<file path="src/design/sdil_params.svh">
// constants for the six-channel dac input loader
`ifndef SDIL_PARAMS_SVH
`define SDIL_PARAMS_SVH

`define SDIL_WORD_W 10
`define SDIL_WORD_MSB 9
`define SDIL_NUM_CH 6
`define SDIL_ADDR_W 3
`define SDIL_ADDR_SEQ 3'h7
`define SDIL_ADDR_NULL 3'h6
`define SDIL_CH_FIRST 3'h0
`define SDIL_CH_LAST 3'h5
`define SDIL_WORD_RST 10'h000

`endif

</file>
<file path="src/design/sdil_pkg.sv">
// types shared by the six-channel dac input loader
`include "sdil_params.svh"

package sdil_pkg;

    typedef logic [`SDIL_WORD_MSB:0] sdil_word_t;

    typedef sdil_word_t [`SDIL_NUM_CH-1:0] sdil_bank_t;

    // one sampled set of loading inputs
    typedef struct packed {
        sdil_word_t word;
        logic [`SDIL_ADDR_W-1:0] addr;
        logic sel;
        logic dir;
    } sdil_in_t;

    typedef enum logic [1:0] {
        SDIL_SEQ_IDLE = 2'b01,
        SDIL_SEQ_RUN = 2'b10
    } sdil_seq_t;

endpackage : sdil_pkg

</file>
<file path="src/design/sdil_loader.sv">
// input latches, channel steering, sequencer and dac transfer of the loader
`timescale 1ns/10ps
`include "sdil_params.svh"

module sdil_loader (
    input wire logic ref_clk,
    input wire logic resetn,
    input wire sdil_pkg::sdil_word_t video_data_in,
    input wire logic [`SDIL_ADDR_W-1:0] channel_addr,
    input wire logic sequence_start_or_select,
    input wire logic sequence_descending,
    input wire logic edge_select_rising,
    input wire logic transfer_request,
    input wire logic polarity_invert,
    input wire logic standby,
    output sdil_pkg::sdil_bank_t video_outputs,
    output logic outputs_above_mid,
    output logic sequencing_active
);
    import sdil_pkg::*;

    // ------------------------------------------------------------
    // falling edge capture
    // ------------------------------------------------------------
    sdil_in_t pins;
    sdil_in_t fall_cap_r;
    sdil_in_t fall_cap_nxt;
    sdil_in_t cur;

    assign pins = '{word: video_data_in, addr: channel_addr,
                    sel: sequence_start_or_select, dir: sequence_descending};

    // falling edge copy, only used when edge select is low
    always_comb begin
        fall_cap_nxt = resetn ? pins : '0;
    end

    always_ff @(negedge ref_clk) begin
        fall_cap_r <= fall_cap_nxt;
    end

    // falling-edge words commit at the next rising edge, half a cycle late
    assign cur = edge_select_rising ? pins : fall_cap_r;

    // ------------------------------------------------------------
    // channel steering and sequencer
    // ------------------------------------------------------------
    sdil_seq_t seq_r;
    sdil_seq_t seq_nxt;
    logic [`SDIL_ADDR_W-1:0] ptr_r;
    logic [`SDIL_ADDR_W-1:0] ptr_nxt;
    logic dir_r;
    logic dir_nxt;
    sdil_bank_t latch_r;
    sdil_bank_t latch_nxt;
    logic [`SDIL_NUM_CH-1:0] load_sel;

    // one-hot channel pick from a channel number; 6 and 7 pick none
    function automatic logic [`SDIL_NUM_CH-1:0] ch_decode(
        input logic [`SDIL_ADDR_W-1:0] ch
    );
        logic [`SDIL_NUM_CH-1:0] hot;
        hot = '0;
        if (ch <= `SDIL_CH_LAST) begin
            hot[ch] = 1'b1;
        end
        return hot;
    endfunction : ch_decode

    always_comb begin
        seq_nxt = seq_r;
        ptr_nxt = ptr_r;
        dir_nxt = dir_r;
        load_sel = '0;
        if (standby) begin
            load_sel = '0;
        end else begin
            unique case (seq_r)
                SDIL_SEQ_IDLE: begin
                    if (cur.addr == `SDIL_ADDR_SEQ && cur.sel) begin
                        // the start word itself fills the first channel
                        dir_nxt = cur.dir;
                        if (cur.dir) begin
                            load_sel = ch_decode(`SDIL_CH_LAST);
                            ptr_nxt = `SDIL_CH_LAST - 3'h1;
                        end else begin
                            load_sel = ch_decode(`SDIL_CH_FIRST);
                            ptr_nxt = `SDIL_CH_FIRST + 3'h1;
                        end
                        seq_nxt = SDIL_SEQ_RUN;
                    end else if (cur.sel && cur.addr != `SDIL_ADDR_NULL) begin
                        load_sel = ch_decode(cur.addr);
                    end
                end
                SDIL_SEQ_RUN: begin
                    load_sel = ch_decode(ptr_r);
                    if (dir_r) begin
                        ptr_nxt = ptr_r - 3'h1;
                        if (ptr_r == `SDIL_CH_FIRST) begin
                            seq_nxt = SDIL_SEQ_IDLE;
                        end
                    end else begin
                        ptr_nxt = ptr_r + 3'h1;
                        if (ptr_r == `SDIL_CH_LAST) begin
                            seq_nxt = SDIL_SEQ_IDLE;
                        end
                    end
                end
                default: seq_nxt = SDIL_SEQ_IDLE;
            endcase
        end
    end

    // latch writes, one generate lane per channel
    generate
        for (genvar i = 0; i < `SDIL_NUM_CH; i++) begin : g_lane
            always_comb begin
                latch_nxt[i] = load_sel[i] ? cur.word : latch_r[i];
            end
        end
    endgenerate

    always_ff @(posedge ref_clk) begin
        if (!resetn) begin
            seq_r <= SDIL_SEQ_IDLE;
            ptr_r <= `SDIL_CH_FIRST;
            dir_r <= 1'b0;
            latch_r <= '0;
        end else begin
            seq_r <= seq_nxt;
            ptr_r <= ptr_nxt;
            dir_r <= dir_nxt;
            latch_r <= latch_nxt;
        end
    end

    assign sequencing_active = (seq_r == SDIL_SEQ_RUN);

    // ------------------------------------------------------------
    // dac transfer and output side
    // ------------------------------------------------------------
    logic xfer_r;
    logic xfer_nxt;
    logic pol_r;
    logic pol_nxt;
    sdil_bank_t dac_r;
    sdil_bank_t dac_nxt;

    // request and polarity sampled on the rising edge
    always_comb begin
        xfer_nxt = transfer_request && !standby;
        pol_nxt = polarity_invert;
    end

    always_ff @(posedge ref_clk) begin
        if (!resetn) begin
            xfer_r <= 1'b0;
            pol_r <= 1'b0;
        end else begin
            xfer_r <= xfer_nxt;
            pol_r <= pol_nxt;
        end
    end

    // dacs change on the falling edge so outputs settle before the next capture
    always_comb begin
        if (!resetn) begin
            dac_nxt = '0;
        end else if (xfer_r && !standby) begin
            dac_nxt = latch_r;
        end else begin
            dac_nxt = dac_r;
        end
    end

    always_ff @(negedge ref_clk) begin
        dac_r <= dac_nxt;
    end

    // debiased outputs read zero; dac contents survive standby
    assign video_outputs = standby ? '0 : dac_r;
    assign outputs_above_mid = pol_r && !standby;

    // ------------------------------------------------------------
    // checks
    // ------------------------------------------------------------
    chk_addr_load_ch: assert property (@(posedge ref_clk) disable iff (!resetn)
        (seq_r == SDIL_SEQ_IDLE && !standby && cur.sel && cur.addr == 3'h2)
        |=> latch_r[2] == $past(cur.word))
        else $error("addressed word missed channel 2");

    chk_null_addr_idle: assert property (@(posedge ref_clk) disable iff (!resetn)
        (seq_r == SDIL_SEQ_IDLE && cur.addr == `SDIL_ADDR_NULL)
        |=> latch_r == $past(latch_r))
        else $error("address 110 changed a channel latch");

    chk_seq_up_start: assert property (@(posedge ref_clk) disable iff (!resetn)
        (seq_r == SDIL_SEQ_IDLE && !standby && cur.sel && cur.addr == `SDIL_ADDR_SEQ
         && !cur.dir)
        |=> latch_r[0] == $past(cur.word) && ptr_r == 3'h1 && sequencing_active)
        else $error("ascending sequence did not start at channel 0");

    chk_seq_down_start: assert property (@(posedge ref_clk) disable iff (!resetn)
        (seq_r == SDIL_SEQ_IDLE && !standby && cur.sel && cur.addr == `SDIL_ADDR_SEQ
         && cur.dir)
        |=> latch_r[5] == $past(cur.word) && ptr_r == 3'h4)
        else $error("descending sequence did not start at channel 5");

    chk_seq_stop_last: assert property (@(posedge ref_clk) disable iff (!resetn)
        (sequencing_active && !standby && !dir_r && ptr_r == `SDIL_CH_LAST)
        |=> !sequencing_active && latch_r[5] == $past(cur.word))
        else $error("sequence did not end after channel 5");

    chk_xfer_falling: assert property (@(negedge ref_clk) disable iff (!resetn)
        (xfer_r && !standby) |=> dac_r == $past(latch_r))
        else $error("transfer did not move latches to dacs");

    chk_standby_quiet: assert property (@(posedge ref_clk) disable iff (!resetn)
        standby |=> latch_r == $past(latch_r) && video_outputs == '0 || !standby)
        else $error("activity during standby");

    chk_polarity_follow: assert property (@(posedge ref_clk) disable iff (!resetn)
        (!standby && $stable(standby)) |=> outputs_above_mid == $past(polarity_invert)
        || standby)
        else $error("polarity output did not follow input");

endmodule : sdil_loader

</file>
<file path="config.mk">
export PLATFORM = sky130hd
export DESIGN_NAME = sdil_loader
export DESIGN_NICKNAME = d
export VERILOG_FILES = /design/src/design/sdil_pkg.sv /design/src/design/sdil_loader.sv
export VERILOG_INCLUDE_DIRS = /design/src /design/src/design
export SDC_FILE = /design/constraint.sdc
export NUM_CORES = 1
export LEC_CHECK = 0
export BUFFER_PORTS_ARGS = -buffer_cell sky130_fd_sc_hd__buf_2
export CAP_MARGIN = 10
export CORE_UTILIZATION = 35
export DETAILED_ROUTE_END_ITERATION = 12
export PLACE_DENSITY = 0.63
export SLEW_MARGIN = 20
export SYNTH_ARGS = -nofsm -noshare
export SYNTH_HDL_FRONTEND = slang
export SYNTH_SLANG_ARGS = --single-unit
</file>
<file path="constraint.sdc">
create_clock -name ref_clk -period 5 [get_ports ref_clk]
set_input_delay 1.25 -clock ref_clk [delete_from_list [all_inputs] [get_ports ref_clk]]
set_output_delay 1.25 -clock ref_clk [all_outputs]
set_load 0.01 [all_outputs]
</file>
* Word-level counts from Yosys, hierarchy flattened
Cells that the tools add are included.
** Operators by class
- Eq/ne operators :: 8
- Reduce and logical (&&, ||, !) cells :: 13
- $lt $le $gt $ge :: 6
- Bitwise logic cells :: 1
- Mux-type cells :: 22
- Shift-type cells :: 0
- Div/mod/pow operators :: 0
- Multipliers :: 0
- Add/sub/neg operators :: 2
** Operators with widths (count)
- 2-to-1 mux 60 bit :: 1
- 2-to-1 mux 6 bit :: 6
- 2-to-1 mux 15 bit :: 1
- case mux 6 bit (2 select lines) :: 1
- 2-to-1 mux 3 bit :: 3
- < comparator 3 x 4 -> 1 bit (second input constant) :: 2
- 2-to-1 mux 2 bit :: 4
- logical AND 1 bit :: 7
- demux 1 bit (select 3 bit) :: 2
- equality test 3 bit (second input constant) :: 2
- greater-or-equal comparator 3 x 1 -> 1 bit (second input constant) :: 2
- less-or-equal comparator 3 bit (second input constant) :: 2
- case mux 3 bit (2 select lines) :: 1
- AND reduction 3 bit :: 2
- case mux 2 bit (2 select lines) :: 1
- AND reduction 4 bit :: 1
- adder 3 x 1 -> 3 bit (second input constant) :: 1
- zero test 3 bit :: 1
- != test 3 x 1 -> 1 bit (second input constant) :: 1
- != test 3 x 2 -> 1 bit (second input constant) :: 1
- != test 3 bit (second input constant) :: 1
- subtractor 3 x 1 -> 3 bit (second input constant) :: 1
- equality test 2 x 1 -> 1 bit (second input constant) :: 1
- equality test 2 bit (second input constant) :: 1
- other kinds (5) :: 6
** Storage, ports and cells
- Register bits after elaboration :: 143
- Memories :: 0
- Logic and storage cells :: 73
- Output and inout port bits :: 62
- Bits in writable memories :: 0
- Bits of input ports :: 21
- Latch bits :: 0
- Memory bits (read-only) :: 0

* Logic depth before layout (Yosys ltp)
- Depth after elaboration :: 10
- Mapped depth :: 9
- Depth with buffers taken out :: 7

==> key figures <==
GRT
  • Total track usage: 16.83%
  • Largest net degree at the start of global routing: about 70
  • First-pass GRT wire length: 24.01 mm
  • GRT Residual Overflow: 0
  • Initial antenna violation count: 0
  • Vias in the first global route: around 4,700

Timing
  • Post-route setup slack: approximately 0.15 ns
  • Final setup violation count: 0
  • Worst clock skew: 0.04064 ns
  • Worst slew margin: about half
  • Slew Limit Fails: 0
  • Worst-margin pin slew: 0.7323 ns
  • Final Hold Viols: 0
  • RSZ-0062 raised after global routing: false
  • Hold WS: around 0.45 ns
  • TNS Setup: 0 ns

Drt
  • Starting DRT DRC Count: between 300 and 400
  • Routed WL: 14.78 mm
  • DR vias: 5,051
  • Via density: 4.703
  • Drc violations: 0
  • Antenna-violating nets left: 0
  • Pre-antenna DRT Iters: 5
  • Routed length per instance: 13.76 µm

Logic synthesis
  • Synth Area per Inst: 9.100 µm²
  • Post-synth ARST share: 0%
  • Synth top area share: 44.94%
  • Yosys reg bits: 143
  • Area leader, netlist: dfxtp_1
  • Seq/Total Area, Yosys: roughly 45%
  • Post-synth EDFFs: 0
  • Top_reg_cell synth: dfxtp_1
  • Post-synthesis cell area: between 6000 and 7000 µm²
  • Area contributors post-synth: dfxtp_1 45%, nor2b_1 10%, mux2i_1 9.3%
  • Yosys warning count: 0
  • Unique masters post-synth: 55
  • Mapped Cells: 700
  • Syn_nets: slightly above 700

Critical path
  • Crit-path max FO: 2
  • CP max stage delay: roughly 0.31 ns
  • Startpoint Class: flip-flop
  • Reg2Reg Launch Point: fall_cap_r[2]$_SDFF_NN0_
  • Critical path's top delay family: flip-flops
  • Worst Setup Path Type: reg2out
  • Crit path cell chain: nor2b_1 -> buf_2
  • Slowest CP cell: dfxtp_1
  • CP required: around 3.8 ns
  • Setup crit end kind: output pin
  • CP bufs+invs: 1
  • CP startpoint: dac_r[8]$_SDFFE_NN0P_
  • Worst Path Arrival: roughly 3.6 ns

Final layout
  • Multi-input logic area: around 3300 µm²
  • Fraction of layout cells with a size suffix above 1: between 10% and 20%
  • Antenna diode count: 0
  • Commonest non-fill, non-tap cells in the layout: 145 x nand2_1, 143 x dfxtp_1, 103 x nor2b_1
  • Area grow syn2layout: 23.83%
  • Layout net count: 860
  • Register area: approximately 2900 µm²
  • Most common cell after layout, fill and taps aside: nand2_1
  • # fillers: approximately 1,800

Power and ir drop
  • Leak Pwr: approximately 3.6 nW
  • PwrDens: 362.4 nW/µm²
  • Peak supply drop: between 200 and 300 µV

Clocking
  • Hold buffers post-CTS: 0
  • Clock Tree Buf Depth: 2
  • Sink Count: 143
  • Worst-Skew Late Latency: around 0.46 ns
  • Root Driver: clkbuf_16
  • TritonCTS buffer count: 17
  • Post-CTS Setup Bufs: 0
  • Clock slew at reported path FFs: ~0.030 ns
  • Htree depth: 4
  • CTS tree: built
  • Post_cts resized: 0

Place
  • # port buffers: between 80 and 90
  • HPWL after DPL: 9.444 mm
  • Pre-CTS setup slack: 0.3132 ns
  • Final GP Congestion: about 0.74

Min path
  • Class of the worst hold path: reg2reg
  • Worst Hold Launch: dac_r[15]$_SDFFE_NN0P_

Floorplanning
  • IO Pins: 83
  • CORE AREA: 17,540 µm²
  • Chip width: 136.9 µm
  • Starting Density: 36.32%
  • Die Y: 136.9 µm
  • Die area: about 19,000 µm²
  • # rows: 48

Flow run
  • MaxCap Viol Count: 0

Outcome
  • Status: completed
[worst register-to-register path: stages, from the launching register on]
cell	delay (ns)
dfxtp_1	0.33
nand4b_1	0.22
a2bb2o_4	0.32
or3_1	0.47
o22ai_1	0.18
a221o_1	0.16
[power breakdown]
| group | internal (mW) | switching (mW) |
|---|---|---|
| Combinational | 0.0667 | 0.0932 |
| Sequential | 1.16 | 0.0137 |
| Clock | 0.866 | 0.655 |
[layer usage]
layer	track usage, %	vias up	share of wire, %
met2	26.79	86	46
met5	0	-	0
met4	6.471	0	1.3
li1	-	2599	-
met1	22.53	2354	49
met3	3.111	12	3.1
[final cells by class]
cell class                 count  area share, %
timing repair buffer          94          7.011
tap                          225          3.569
multi-input combinational    494          41.29
clock inverter                87          5.108
inverter                      11         0.5235
sequential                   143          36.29
clock buffer                  20          6.202
[flip-flops by register name (all words and copies together) (netlist names)]
signal	cells
ptr_r	3
xfer_r	1
pol_r	1
fall_cap_r	15
dir_r	1
seq_r	2
latch_r	60
dac_r	60
[final timing paths]
path                             end  slack, ns  cells past startpoint
max                 video_outputs[8]       0.15                      2
min           dac_r[15]$_SDFFE_NN0P_       0.45                      2
max reg2reg  latch_r[3]$_SDFFE_PN0P_       0.73                      5
min reg2reg   dac_r[15]$_SDFFE_NN0P_       0.45                      2
[cells by family after synthesis]
| logic type | after synthesis | synth area share, % |
|---|---|---|
| multiplexers | 70 | 11.22 |
| AO/OA/AOI/OAI | 109 | 13.46 |
| XOR/XNOR | 2 | 0.2750 |
| buffers and inverters | 63 | 4.086 |
| AND/OR/NAND/NOR | 310 | 25.32 |
| adder cells (fa/ha/maj) | 3 | 0.7071 |
| flip-flops | 143 | 44.94 |
[stage by stage]
step	total power [mW]	cells	area, µm²	util (%)
2_1_floorplan	1.397	700	6370	-
3_3_place_gp	1.448	968	6999	39.91
3_5_place_dp	1.450	968	6999	39.91
4_1_cts	2.888	1074	7888	44.98
5_1_grt	3.004	1074	7888	44.98
6_report	2.858	1074	7888	44.98
[synthesized netlist by cell type, drive strengths merged, types with 3 or more instances]
cell / n
mux2i: 59
nand2: 146
a22oi: 4
nand4b: 3
nor2: 11
nand3: 3
buf: 12
o21ai: 7
nor2b: 104
a221o: 8
a21boi: 61
a21oi: 3
clkbuf: 39
and2: 17
nand2b: 3
dfxtp: 143
o21a: 3
o22ai: 8
mux2: 11
or3b: 4
nand3b: 5
inv: 12
Power figures use the tool's default switching activity.
